File: src/design/dec_exec_pkg.sv
// Constants shared by the decrement execution block and its datapath.
// Assumes a 40 MHz core clock, with one clock edge for each instruction phase.
package dec_exec_pkg;
  // APB register byte offsets
  localparam logic [7:0] CTRL_OFF = 8'h00;
  localparam logic [7:0] BANK_OFF = 8'h04;
  localparam logic [7:0] WREG_OFF = 8'h08;
  localparam logic [7:0] FLAGS_OFF = 8'h0c;
  localparam logic [7:0] INDEX_OFF = 8'h10;
  localparam logic [7:0] STATE_OFF = 8'h14;
  // Values after reset
  localparam logic CTRL_RST = 1'b0;
  localparam logic [3:0] BANK_RST = 4'h0;
  localparam logic [7:0] WREG_RST = 8'h00;
  localparam logic [4:0] FLAGS_RST = 5'h00;
  localparam logic [11:0] INDEX_RST = 12'h000;
  // Flag bit positions in the flags register
  localparam int FLAG_C = 0;
  localparam int FLAG_DC = 1;
  localparam int FLAG_Z = 2;
  localparam int FLAG_OV = 3;
  localparam int FLAG_N = 4;
  // Opcode patterns on instr[15:10]
  localparam logic [5:0] DECREMENT_BYTE_OP_PAT = 6'h01;
  localparam logic [5:0] DECREMENT_SKIP_ON_ZERO_OP_PAT = 6'h0b;
  // File addresses up to this value sit in the low access bank
  localparam logic [7:0] ACCESS_LOW_MAX = 8'h5f;
  localparam logic [3:0] ACCESS_HIGH_BANK = 4'hf;
  localparam logic [3:0] ACCESS_LOW_BANK = 4'h0;
  // Discarded-cycle counts after a skip
  localparam logic [1:0] SKIP_ONE_WORD = 2'h1;
  localparam logic [1:0] SKIP_TWO_WORD = 2'h2;
  localparam logic [7:0] DEC_ONE = 8'h01;
  typedef enum logic [3:0] {
    PH_Q1 = 4'h1,
    PH_Q2 = 4'h2,
    PH_Q3 = 4'h4,
    PH_Q4 = 4'h8
  } phase_e;
endpackage

File: src/design/dec_alu.sv
// Eight-bit decrement datapath with its arithmetic flags.
// Purely combinational; the caller registers result and flags.
`timescale 1ns/100ps
`default_nettype none
module dec_alu (
  input wire logic [7:0] operand,
  output logic [7:0] result,
  output logic carry,
  output logic digit_carry_flag,
  output logic zero,
  output logic overflow_flag,
  output logic negative
);
  // Modulo-256 wrap, 00h becomes ffh
  assign result = operand - dec_exec_pkg::DEC_ONE;
  // Carry and digit carry read as "no borrow"
  assign carry = (operand != 8'h00);
  assign digit_carry_flag = (operand[3:0] != 4'h0);
  assign zero = (result == 8'h00);
  // Only 80h minus one crosses the signed range
  assign overflow_flag = (operand == 8'h80);
  assign negative = result[7];
endmodule
`default_nettype wire

File: src/design/decrement_instruction_exec.sv
// Execution of the two byte decrement instructions over four clock phases.
// Assumes a fetch unit and a data memory on the same clock; APB for registers.
//
// The implementer's own choices: the register offsets and the APB interface to the registers.
`timescale 1ns/100ps
`default_nettype none
// How it works
// - Opcode 000001da with 8-bit file address is the plain decrement.
// - Opcode 001011da with 8-bit file address is decrement-skip-on-zero.
// - Both compute the addressed byte minus one.
// - Destination bit 0 writes working register, 1 writes the byte back.
// - Access bit 0 uses access bank, 1 uses bank pointer register.
// - Access bit 0, extended set on, address up to 5fh: indexed offset mode.
// - Plain decrement updates five flags; skip variant leaves flags alone.
// - Zero result in skip variant discards next instruction, runs a nop cycle.
// - Phases run decode, read, process, write; one cycle per instruction.
// - Skipping a two-word instruction costs two nop cycles, three in all.
module decrement_instruction_exec (
  input wire logic clk,
  input wire logic reset,
  input wire logic psel,
  input wire logic penable,
  input wire logic pwrite,
  input wire logic [7:0] paddr,
  input wire logic [31:0] pwdata,
  output logic [31:0] prdata,
  output logic pready,
  output logic pslverr,
  input wire logic [15:0] instr_word,
  input wire logic next_two_word,
  input wire logic [7:0] mem_rdata,
  output logic [11:0] mem_addr,
  output logic mem_rd,
  output logic mem_wr,
  output logic [7:0] mem_wdata,
  output logic discard_fetch,
  output logic [3:0] phase
);
  dec_exec_pkg::phase_e state_r, state_nxt;
  logic ext_set_r;
  logic [3:0] bank_pointer_register_r;
  logic [7:0] wreg_r;
  logic [4:0] flags_r;
  logic [11:0] index_base_r;
  logic [15:0] instr_r;
  logic active_r;
  logic [1:0] nop_left_r;
  logic [7:0] operand_r;
  logic [7:0] result_r;
  logic [31:0] prdata_r;
  logic pready_r;
  logic pslverr_r;
  logic [11:0] mem_addr_r;
  logic mem_rd_r;
  logic mem_wr_r;
  logic [7:0] mem_wdata_r;
  logic discard_r;

  // Decode of the latched instruction
  wire logic is_dec = (instr_r[15:10] == dec_exec_pkg::DECREMENT_BYTE_OP_PAT);
  wire logic is_skip = (instr_r[15:10] == dec_exec_pkg::DECREMENT_SKIP_ON_ZERO_OP_PAT);
  wire logic to_file = instr_r[9];
  wire logic banked = instr_r[8];
  wire logic [7:0] file_addr = instr_r[7:0];
  wire logic low_access = (file_addr <= dec_exec_pkg::ACCESS_LOW_MAX);
  wire logic indexed = !banked && ext_set_r && low_access;
  wire logic [11:0] indexed_addr = index_base_r + {4'h0, file_addr};
  wire logic [3:0] access_bank =
    low_access ? dec_exec_pkg::ACCESS_LOW_BANK : dec_exec_pkg::ACCESS_HIGH_BANK;
  // Bank pointer only matters for banked access
  wire logic [11:0] eff_addr =
    indexed ? indexed_addr :
    banked ? {bank_pointer_register_r, file_addr} : {access_bank, file_addr};
  wire logic run_dec = active_r && (is_dec || is_skip);
  // One strobe per phase of the instruction cycle
  wire logic in_q1 = (state_r == dec_exec_pkg::PH_Q1);
  wire logic in_q2 = (state_r == dec_exec_pkg::PH_Q2);
  wire logic in_q3 = (state_r == dec_exec_pkg::PH_Q3);
  wire logic in_q4 = (state_r == dec_exec_pkg::PH_Q4);
  // Read request straight from the fetched word, so the read lands in Q2
  wire logic fetch_dec = (instr_word[15:10] == dec_exec_pkg::DECREMENT_BYTE_OP_PAT)
    || (instr_word[15:10] == dec_exec_pkg::DECREMENT_SKIP_ON_ZERO_OP_PAT);
  wire logic rd_start = in_q1 && (nop_left_r == 2'h0) && fetch_dec;

  // Datapath
  logic [7:0] alu_res;
  logic alu_c;
  logic alu_dc;
  logic alu_z;
  logic alu_ov;
  logic alu_n;
  dec_alu u_alu (
    .operand(operand_r),
    .result(alu_res),
    .carry(alu_c),
    .digit_carry_flag(alu_dc),
    .zero(alu_z),
    .overflow_flag(alu_ov),
    .negative(alu_n)
  );
  wire logic [4:0] alu_flag_vec;
  assign alu_flag_vec[dec_exec_pkg::FLAG_C] = alu_c;
  assign alu_flag_vec[dec_exec_pkg::FLAG_DC] = alu_dc;
  assign alu_flag_vec[dec_exec_pkg::FLAG_Z] = alu_z;
  assign alu_flag_vec[dec_exec_pkg::FLAG_OV] = alu_ov;
  assign alu_flag_vec[dec_exec_pkg::FLAG_N] = alu_n;

  // APB decode
  wire logic apb_access = psel && penable;
  wire logic apb_done = apb_access && pready_r;
  wire logic apb_wr = apb_done && pwrite;
  wire logic hit_ctrl = (paddr == dec_exec_pkg::CTRL_OFF);
  wire logic hit_bank = (paddr == dec_exec_pkg::BANK_OFF);
  wire logic hit_wreg = (paddr == dec_exec_pkg::WREG_OFF);
  wire logic hit_flags = (paddr == dec_exec_pkg::FLAGS_OFF);
  wire logic hit_index = (paddr == dec_exec_pkg::INDEX_OFF);
  wire logic hit_state = (paddr == dec_exec_pkg::STATE_OFF);
  wire logic hit_any = hit_ctrl || hit_bank || hit_wreg || hit_flags || hit_index
    || hit_state;
  // State register is read-only; a write to it is an error too
  wire logic bad_access = !hit_any || (pwrite && hit_state);
  wire logic [31:0] state_word = {12'h000, result_r, 4'h0, active_r, nop_left_r,
    discard_r, state_r};
  wire logic [31:0] rd_mux =
    hit_ctrl ? {31'h0, ext_set_r} :
    hit_bank ? {28'h0, bank_pointer_register_r} :
    hit_wreg ? {24'h0, wreg_r} :
    hit_flags ? {27'h0, flags_r} :
    hit_index ? {20'h0, index_base_r} :
    hit_state ? state_word : 32'h0;

  // Hardware writes to W and flags land in Q4 and beat a software write
  wire logic hw_wreg = in_q4 && run_dec && !to_file;
  wire logic hw_flags = in_q4 && active_r && is_dec;
  // Zero test on the live ALU output; result_r still holds the last result here
  wire logic skip_now = in_q4 && active_r && is_skip && alu_z;
  wire logic [1:0] skip_len =
    next_two_word ? dec_exec_pkg::SKIP_TWO_WORD : dec_exec_pkg::SKIP_ONE_WORD;

  // Phase sequencer
  always_comb begin
    case (state_r)
      dec_exec_pkg::PH_Q1: state_nxt = dec_exec_pkg::PH_Q2;
      dec_exec_pkg::PH_Q2: state_nxt = dec_exec_pkg::PH_Q3;
      dec_exec_pkg::PH_Q3: state_nxt = dec_exec_pkg::PH_Q4;
      dec_exec_pkg::PH_Q4: state_nxt = dec_exec_pkg::PH_Q1;
      default: state_nxt = dec_exec_pkg::PH_Q1;
    endcase
  end

  always_ff @(posedge clk) begin
    if (reset) begin
      state_r <= dec_exec_pkg::PH_Q1;
    end else begin
      state_r <= state_nxt;
    end
  end

  // Q1 decode: latch the word in every Q1; a discarded slot is latched with active_r low
  always_ff @(posedge clk) begin
    if (reset) begin
      instr_r <= 16'h0000;
      active_r <= 1'b0;
    end else if (in_q1) begin
      instr_r <= instr_word;
      active_r <= (nop_left_r == 2'h0);
    end
  end

  // Discarded cycles do no read, write or register update; only mem_addr still reloads in Q2
  always_ff @(posedge clk) begin
    if (reset) begin
      nop_left_r <= 2'h0;
    end else if (skip_now) begin
      nop_left_r <= skip_len;
    end else if (in_q1 && (nop_left_r != 2'h0)) begin
      nop_left_r <= nop_left_r - 2'h1;
    end
  end

  always_ff @(posedge clk) begin
    if (reset) begin
      discard_r <= 1'b0;
    end else begin
      discard_r <= skip_now;
    end
  end

  // Read strobe in Q2; the address follows at the end of Q2
  always_ff @(posedge clk) begin
    if (reset) begin
      mem_rd_r <= 1'b0;
    end else begin
      mem_rd_r <= rd_start;
    end
  end

  // Address is refreshed every Q2, even for words that are not decrements
  always_ff @(posedge clk) begin
    if (reset) begin
      mem_addr_r <= 12'h000;
    end else if (in_q2) begin
      mem_addr_r <= eff_addr;
    end
  end

  // Memory answers in Q3 for the address set at the end of Q2
  always_ff @(posedge clk) begin
    if (reset) begin
      operand_r <= 8'h00;
    end else if (in_q3 && run_dec) begin
      operand_r <= mem_rdata;
    end
  end

  always_ff @(posedge clk) begin
    if (reset) begin
      result_r <= 8'h00;
    end else if (in_q4 && run_dec) begin
      result_r <= alu_res;
    end
  end

  // Write-back of the destination byte
  always_ff @(posedge clk) begin
    if (reset) begin
      mem_wr_r <= 1'b0;
    end else begin
      mem_wr_r <= in_q4 && run_dec && to_file;
    end
  end

  always_ff @(posedge clk) begin
    if (reset) begin
      mem_wdata_r <= 8'h00;
    end else if (in_q4 && run_dec) begin
      mem_wdata_r <= alu_res;
    end
  end

  // Software-visible registers
  always_ff @(posedge clk) begin
    if (reset) begin
      ext_set_r <= dec_exec_pkg::CTRL_RST;
      bank_pointer_register_r <= dec_exec_pkg::BANK_RST;
      index_base_r <= dec_exec_pkg::INDEX_RST;
    end else if (apb_wr) begin
      if (hit_ctrl) begin
        ext_set_r <= pwdata[0];
      end
      if (hit_bank) begin
        bank_pointer_register_r <= pwdata[3:0];
      end
      if (hit_index) begin
        index_base_r <= pwdata[11:0];
      end
    end
  end

  always_ff @(posedge clk) begin
    if (reset) begin
      wreg_r <= dec_exec_pkg::WREG_RST;
    end else if (hw_wreg) begin
      wreg_r <= alu_res;
    end else if (apb_wr && hit_wreg) begin
      wreg_r <= pwdata[7:0];
    end
  end

  always_ff @(posedge clk) begin
    if (reset) begin
      flags_r <= dec_exec_pkg::FLAGS_RST;
    end else if (hw_flags) begin
      flags_r <= alu_flag_vec;
    end else if (apb_wr && hit_flags) begin
      flags_r <= pwdata[4:0];
    end
  end

  // One wait state keeps every APB output registered
  always_ff @(posedge clk) begin
    if (reset) begin
      pready_r <= 1'b0;
      prdata_r <= 32'h0;
      pslverr_r <= 1'b0;
    end else begin
      pready_r <= apb_access && !pready_r;
      if (apb_access && !pready_r) begin
        prdata_r <= pwrite ? 32'h0 : rd_mux;
        pslverr_r <= bad_access;
      end else begin
        prdata_r <= 32'h0;
        pslverr_r <= 1'b0;
      end
    end
  end

  assign prdata = prdata_r;
  assign pready = pready_r;
  assign pslverr = pslverr_r;
  assign mem_addr = mem_addr_r;
  assign mem_rd = mem_rd_r;
  assign mem_wr = mem_wr_r;
  assign mem_wdata = mem_wdata_r;
  assign discard_fetch = discard_r;
  assign phase = state_r;
endmodule
`default_nettype wire

File: config.mk
export PLATFORM = sky130hd
export DESIGN_NAME = decrement_instruction_exec
export DESIGN_NICKNAME = d
export VERILOG_FILES = /design/src/design/dec_exec_pkg.sv /design/src/design/dec_alu.sv /design/src/design/decrement_instruction_exec.sv
export SDC_FILE = /design/constraint.sdc
export NUM_CORES = 1
export LEC_CHECK = 0
export BUFFER_PORTS_ARGS = -buffer_cell sky130_fd_sc_hd__buf_2
export CORE_UTILIZATION = 23
export DETAILED_ROUTE_END_ITERATION = 7
export PLACE_DENSITY = 0.48
export SYNTH_ARGS = -nofsm -noshare
export SYNTH_HDL_FRONTEND = slang
export SYNTH_SLANG_ARGS = --single-unit
export TNS_END_PERCENT = 10
File: constraint.sdc
create_clock -name clk -period 2.8 [get_ports clk]
set_input_delay 0.28 -clock clk [delete_from_list [all_inputs] [get_ports clk]]
set_output_delay 0.28 -clock clk [all_outputs]
set_load 0.1 [all_outputs]
After elaboration in Yosys (flattened, before gate mapping)
Index checks and enable logic that the tools add are counted.

Register bits after elaboration: 118. Bits of input ports: 70. Output and inout port bits: 61.

Add/subtract/negate cells: 3. $lt $le $gt $ge: 1. Eq/ne operators: 14. Muxes and demuxes: 17. Bitwise logic cells: 2. Reduce and logical (&&, ||, !) cells: 52.

Operators by type and width (number): 8-bit 2-to-1 mux (5); 12-bit 2-to-1 mux (3); 1-bit logical AND (21); 8-bit by 4-bit equality test with 1-bit output (second input constant) (2); 8-bit by 5-bit equality test with 1-bit output (second input constant) (2); 8-bit zero test (2); 12-bit by 8-bit adder with 12-bit output (1); 6-bit by 1-bit equality test with 1-bit output (second input constant) (2); 6-bit by 4-bit equality test with 1-bit output (second input constant) (2); 4-bit one-hot mux with 3 select lines (1); 5-bit 2-to-1 mux (2); 9-bit OR reduction (1); 8-bit by 3-bit equality test with 1-bit output (second input constant) (1); 8-bit equality test (second input constant) (1); 8-bit by 7-bit <= comparator with 1-bit output (second input constant) (1); 1-bit logical OR (8); 4-bit 2-to-1 mux (2); 2-bit nonzero test (4); 8-bit nonzero test (1); 8-bit OR reduction (1); 8-bit by 1-bit subtractor with 8-bit output (second input constant) (1); 7-bit OR reduction (1); 2-bit 2-to-1 mux (3); 2-bit AND reduction (3); 14 further kinds (18).

Logic depth before layout (Yosys ltp)
Gate-level depths: netlist of run 1.

Word-level depth: 8. Mapped depth: 8. Mapped depth without buffers: 8.

By module
From an unflattened synthesis of run 1, not the netlist that was laid out.

Cell total of the unflattened synthesis: 569. Area total of the unflattened synthesis: 4981.0 um^2.

Modules (own cells, without submodules): decrement_instruction_exec (times used 1, cells each 541, area an instance 4770.8 um^2, seq. area each 2122.0 um^2); dec_alu (times used 1, cells each 28, area an instance 210.2 um^2, seq. area each 0.0 um^2).

Worst setup path before layout of run 1
Ideal clock, no wire load.

Path type: register -> register. From: register state_r[0], in the netlist phase[0]. To: register nop_left_r[0]. Library setup time: 0.121 ns. Data arrival time: 2.544 ns. Required time: 2.679 ns. Setup slack: 0.135 ns. Stages on the path, launching flop included: 8. Path through: dfxtp_1 > buf_6 > or4b_2 > clkbuf_1 > nor2_1 > xnor2_1 > nor2_1 > mux2_4.

Word-level cells in the longest chain between the ends: 5. Elaborated cells between the ends (all ways): 8.

RTL lines: start: declaration (line decrement_instruction_exec.sv:39) `dec_exec_pkg::phase_e state_r, state_nxt;`; start signal: assignment (line decrement_instruction_exec.sv:153) `state_r <= dec_exec_pkg::PH_Q1;`; start signal: assignment (line decrement_instruction_exec.sv:155) `state_r <= state_nxt;`; 4-bit equality test (line decrement_instruction_exec.sv:79) `wire logic in_q4 = (state_r == dec_exec_pkg::PH_Q4);`; 1-bit logical AND (3 in a row) (line decrement_instruction_exec.sv:136) `wire logic skip_now = in_q4 && active_r && is_skip && alu_z;`; 2-bit 2-to-1 mux or 2-bit nonzero test (tied branches); end signal: assignment (line decrement_instruction_exec.sv:175) `nop_left_r <= skip_len;`; end signal: assignment (line decrement_instruction_exec.sv:177) `nop_left_r <= nop_left_r - 2'h1;`; end: declaration (line decrement_instruction_exec.sv:47) `logic [1:0] nop_left_r;`.

Parallel ways exist; a longest one is shown, timed or not. A chain may end at the register's enable or synchronous reset.

Worst setup path after layout of run 1
From: register state_r[1], in the netlist phase[1]. To: register nop_left_r[0].

The elaborated chain is that of the path after synthesis.

==> results of run 1 <==
## cell type report
type / instances / area [sq um] / share of cell area [%]
Sequential cell: 106 / 2122 / 33.64
Clock buffer: 11 / 232.7 / 3.690
Tap cell: 285 / 356.6 / 5.654
Inverter: 13 / 48.80 / 0.7737
Timing Repair Buffer: 115 / 618.1 / 9.800
Clock inverter: 5 / 78.83 / 1.250
Antenna cell: 1 / 2.502 / 0.03967
Multi-Input combinational cell: 467 / 2848 / 45.15
## state kept, by name, summed over array words and instances, names as in the netlist, 2 cells and up
| register | count |
|---|---|
| index_base_r | 12 |
| instr_r | 16 |
| operand_r | 8 |
| flags_r | 5 |
| mem_wdata | 8 |
| wreg_r | 8 |
| mem_addr | 12 |
| phase | 4 |
| prdata | 20 |
| nop_left_r | 2 |
| bank_pointer_register_r | 4 |
## final timing paths
| path | from | end |
|---|---|---|
| hold / removal | mem_rdata[2] | operand_r[2]$_SDFFE_PP0P_ |
| setup reg to reg | phase[1]$_SDFF_PP0_ | nop_left_r[0]$_SDFFE_PP0P_ |
| setup / recovery | phase[1]$_SDFF_PP0_ | nop_left_r[0]$_SDFFE_PP0P_ |
| hold reg to reg | instr_r[10]$_SDFFE_PP0P_ | instr_r[10]$_SDFFE_PP0P_ |
## per-layer routing
layer / share of wire [%] / track usage [%] / vias to the layer above
met5: 0 / 0 / -
li1: - / - / 2344
met4: 1.3 / 4.571 / 0
met2: 44 / 19.81 / 97
met1: 50 / 19.12 / 2168
met3: 4.5 / 2.790 / 11
## worst register-to-register path: cells and delay by family, from the launching register on
family / cells / cell delay [ns]
AOI/OAI and AO/OA: 1 / 0.28
DFF: 1 / 0.42
muxes: 1 / 0.31
and+or+nand+nor: 3 / 1.16
## per-stage QoR
stage	power (uW)	setup slack [ns]
after CTS	3671	0.4984
final	3624	0.5102
after global placement	2303	0.5173
after detailed placement	2304	0.5067
after floorplan	2142	0.1346
after global routing	3801	0.3700
## cells by family (layout without fill, tap and decap cells)
family                   count (synthesis)  after routing  share of synthesized area (%)
AND/OR/NAND/NOR                        267            267                          25.01
multiplexers                            38             38                          7.303
buffers and inverters                   65            144                          7.020
XOR/XNOR                                11             11                          1.820
other                                    1             13                        0.07084
flip-flops                             106            106                          40.09
AO/OA/AOI/OAI                          126            126                          15.48
adder cells (fa/ha/maj)                 13             13                          3.214
## synth_stat cells (all sizes together), types with 5 or more instances
master,count
a211oi,11
a21oi,49
nand2b,10
nand2,96
and3,6
nor3,12
dfxtp,106
or3,6
nor2b,6
xnor2,6
nand3,21
xor2,5
inv,13
a311oi,11
nor2,63
buf,20
ha,12
and2,14
mux2i,36
clkbuf,31
o21ai,17
or4b,5
## power by group through the flow
stage                     Sequential, uW  Combinational [uW]  Clock (uW)
after floorplan                     1770                 367           0
after global placement              1670                 633           0
after detailed placement            1670                 632           0
after CTS                           1640                 633        1400
after global routing                1650                 684        1470
final                               1630                 629        1360
==> impl_metrics.tcl, run 1 <==
set metrics [dict create \
    p_int_uw 2530 \
    switching_power_uw 1094 \
    die_h_um 153.7 \
    p_leak_uw 0.002578 \
    placed_area_sq_um 5993 \
    h-tree-depth 3 \
    path_depth 5 \
    cp_max_fo 10 \
    synth_area_per_cell_sq_um 8.443 \
    ant_nets 0 \
    drt_iter0_markers 297 \
    drc 0 \
    drive_gt1_share_pct 20.50 \
    synth_warnings 0 \
    tns_ns 0 \
    numCtsBuffers 9 \
    period_needed_ns 2.290 \
    netlist_instances 627 \
    status "completed" \
    clk_latency_ns 0.36 \
    max_freq_ghz 0.4367 \
    ctsResizeCount 0 \
    setup_viol 0 \
    cts_tree "yes" \
    place_hpwl_um 11730 \
    combinationalPowerShare_pct 17.4 \
    grt_pass1_wl_um 24630 \
    grt_max_degree 44 \
    utilization_pct 27.94 \
    syn_area_sq_um 5294 \
    ff2ff_path_depth 5 \
    r2r_slack_ns 0.51 \
    clk_pin_slew_ns 0.07 \
    synthFlopType "dfxtp_1" \
    worstPathRequired_ns 3.05 \
    cts_hold_buffers 0 \
    ios 131 \
    rows 55 \
    switching_share_pct 30.18 \
    post_cts_buffers 0 \
    critPathSlowestCell "or4b_4" \
    synth.distinct_cells 72 \
    num-fill-cells 2462 \
    finalWirelength_um 15450 \
    clock_path_buffers 2 \
    slew_headroom_pct 58.67 \
    cts_root_buf "clkbuf_16" \
    crit_type "reg -> reg" \
    grt_antenna_before_repair 0 \
    finalHoldViolCount 0 \
    critPathLaunchType "flip-flop" \
    cts_sinks 106 \
    viasPerCell 4.606 \
    final_common_cell "dfxtp_1" \
    yosysTopAreaCellShare_pct 40.09 \
    grt_use_total_pct 13.40 \
    arrival_ns 2.54 \
    power_per_cell_area_nw_per_um2 574.5 \
    grt_overflow 0 \
    via_count 4620 \
    yosysSeqAreaShare_pct 40.09 \
    maxCapViolCount 0 \
    place_congestion 0.8425 \
    peakVddDrop_uv 252.2 \
    nets 795 \
    final_cell_mix "dfxtp_1, buf_2, nand2_1, nor2_1, a21oi_1" \
    slew_violations 0 \
    dpl.cell_count 986 \
    finalCritPeriodShare_pct 81.78 \
    synth_area_leaders "dfxtp_1, mux2i_1, nand2_1" \
    syn_to_final_growth_pct 19.14 \
    core-area_sq_um 22570 \
    postSynth.asyncResetShare_pct 0 \
    cp_top_family "simple AND/OR/NAND/NOR gates" \
    whs_ns 0.1617 \
    routedWlPerCell_um 15.40 \
    start_util_pct 23.45 \
    path_cells "or4b_4 -> or4_1 -> a311oi_1 -> nand2_1 -> mux2_4" \
    end_kind "flip-flop" \
    die_w_um 153.7 \
    holdCritPathClass "in -> reg" \
    path_buf_inv 0 \
    slowest_delay_ns 0.57 \
    worstMarginPinSlew_ns 0.6199 \
    yosys.area.top_type "dfxtp_1" \
    die-area_sq_um 23630 \
    final_cells 1003 \
    hold_depth 3 \
    yosys_register_bits 106 \
    p_clk_share_pct 37.5 \
    rsz0062_at_grt "no" \
    seqPwrFrac_pct 45.1 \
    port_buffers 98 \
    synth_edf_count 0 \
    grt_pass1_vias 4392 \
    dr.pass1.iters 4 \
    fin_area_sq_um 6307 \
    skew_ns 0.01227 \
]
No activity file was read; power rests on OpenSTA's default activity.
==> run 2: changes to the inputs <==
- clock period: 2.8 -> 2.3 ns (I/O delays scaled with it)
==> impl_metrics.tcl, run 2 (synthesis gave the netlist of run 1 again) <==
set metrics [dict create \
    switching_share_pct 30.48 \
    skew_ns 0.01058 \
    place_congestion 0.8275 \
    cts_tree "yes" \
    diodes 0 \
    die_h_um 153.7 \
    switching_power_uw 1371 \
    syn_to_final_growth_pct 23.04 \
    peakVddDrop_uv 295.0 \
    max_freq_ghz 0.4453 \
    num-fill-cells 2453 \
    dr.pass1.iters 6 \
    clk_pin_slew_ns 0.07 \
    largest_register_ff_count 20 \
    rsz0062_at_grt "yes" \
    rows 55 \
    h-tree-depth 3 \
    maxCapViolCount 0 \
    slew_violations 0 \
    die-area_sq_um 23630 \
    drt_iter0_markers 231 \
    fin_area_sq_um 6514 \
    placed_area_sq_um 6126 \
    grt_overflow 0 \
    viasPerCell 4.594 \
    grt_pass1_vias 4406 \
    slew_headroom_pct 60.39 \
    grt_antenna_before_repair 0 \
    grt_pass1_wl_um 24840 \
    end_kind "flip-flop" \
    holdCritPathClass "in -> reg" \
    clock_path_buffers 2 \
    combinationalPowerShare_pct 18.1 \
    core-area_sq_um 22570 \
    finalHoldViolCount 0 \
    worstMarginPinSlew_ns 0.5791 \
    status "completed" \
    critPathLaunchType "flip-flop" \
    cts_root_buf "clkbuf_16" \
    finalCritPeriodShare_pct 97.64 \
    power_per_cell_area_nw_per_um2 690.3 \
    routedWlPerCell_um 15.48 \
    clk_latency_ns 0.36 \
    grt_max_degree 41 \
    p_int_uw 3126 \
    multiInputGateArea_sq_um 2892 \
    port_buffers 98 \
    cts_hold_buffers 0 \
    drc 0 \
    p_leak_uw 0.002683 \
    arrival_ns 2.51 \
    drive_gt1_share_pct 24.52 \
    nets 812 \
    seqPwrFrac_pct 44.0 \
    via_count 4681 \
    ios 131 \
    seq_area_sq_um 2138 \
    numCtsBuffers 9 \
    start_util_pct 23.45 \
    grt_use_total_pct 13.42 \
    total_power_uw 4496 \
    ant_nets 0 \
    finalWirelength_um 15770 \
    crit_type "reg -> reg" \
    worstPathRequired_ns 2.56 \
    p_clk_share_pct 37.9 \
    cp_max_fo 4 \
    final_cell_mix "dfxtp_1, buf_2, nand2_1, nor2_1, a21oi_1" \
    die_w_um 153.7 \
    place_hpwl_um 11930 \
    period_needed_ns 2.246 \
    cts_sinks 106 \
    final_common_cell "dfxtp_1" \
    setup_viol 0 \
]
-- run 2: path summary, 6_finish.rpt --
kind / startpoint / end / slack, ns / depth (start not counted)
worst max-delay path: index_base_r[2]$_SDFFE_PP0P_ / mem_addr[8]$_SDFFE_PP0P_ / 0.05 / 6
worst min-delay path: instr_word[1] / instr_r[1]$_SDFFE_PP0P_ / 0.11 / 3
worst max register to register: index_base_r[2]$_SDFFE_PP0P_ / mem_addr[8]$_SDFFE_PP0P_ / 0.05 / 6
worst min register to register: mem_addr[1]$_SDFFE_PP0P_ / mem_addr[1]$_SDFFE_PP0P_ / 0.46 / 2
-- run 2: final cells by class --
| class | instances | share of cell area, % |
|---|---|---|
| clock inverter | 4 | 0.8452 |
| sequential | 106 | 32.83 |
| inverter | 13 | 0.7491 |
| clock buffer | 12 | 4.264 |
| tap | 285 | 5.474 |
| timing repair buffer | 132 | 11.45 |
| multi-input combinational | 467 | 44.39 |
-- run 2: through the flow --
step                      instances   TNS, ns  hold WS, ns  setup slack (ns)  utilization, %
final                          1019         0       0.1095           0.05433           28.86
after global routing           1019  -0.08508       0.1024          -0.08508           28.86
after CTS                      1018         0      0.09663           0.07431           28.61
after detailed placement       1002         0       0.4543            0.1035           27.14
after global placement         1002         0       0.4451            0.1261           27.14
after floorplan                 638         0       0.3660           0.02958               -
-- run 2: power groups by stage --
stage                     Sequential [uW]  Combinational [uW]  Clock [uW]
after floorplan                      2160                 447           0
after global placement               2020                 811           0
after detailed placement             2020                 812           0
after CTS                            1970                 815        1750
after global routing                 1990                 880        1830
final                                1980                 814        1700
-- run 2: timing repair --
item / CTS / global route
gates resized for setup: 0 / 11
endpoints found under the hold margin: 0 / 0
setup endpoints to repair: 0 / 2
setup buffers: 0 / 1
-- run 2: per-layer routing --
layer  global-route usage [%]  share of wire (%)
met1                    19.13                 51
met2                    19.98                 43
met3                    2.734                5.0
met4                    4.429                1.1
met5                        0                  0
-- run 2: worst max-delay path, cell delays in order, from the launching register on --
cell	delay (ns)
dfxtp_1	0.42
ha_4	0.24
nor2b_2	0.16
o31a_1	0.34
o41ai_2	0.40
mux2_2	0.39
a311oi_2	0.20
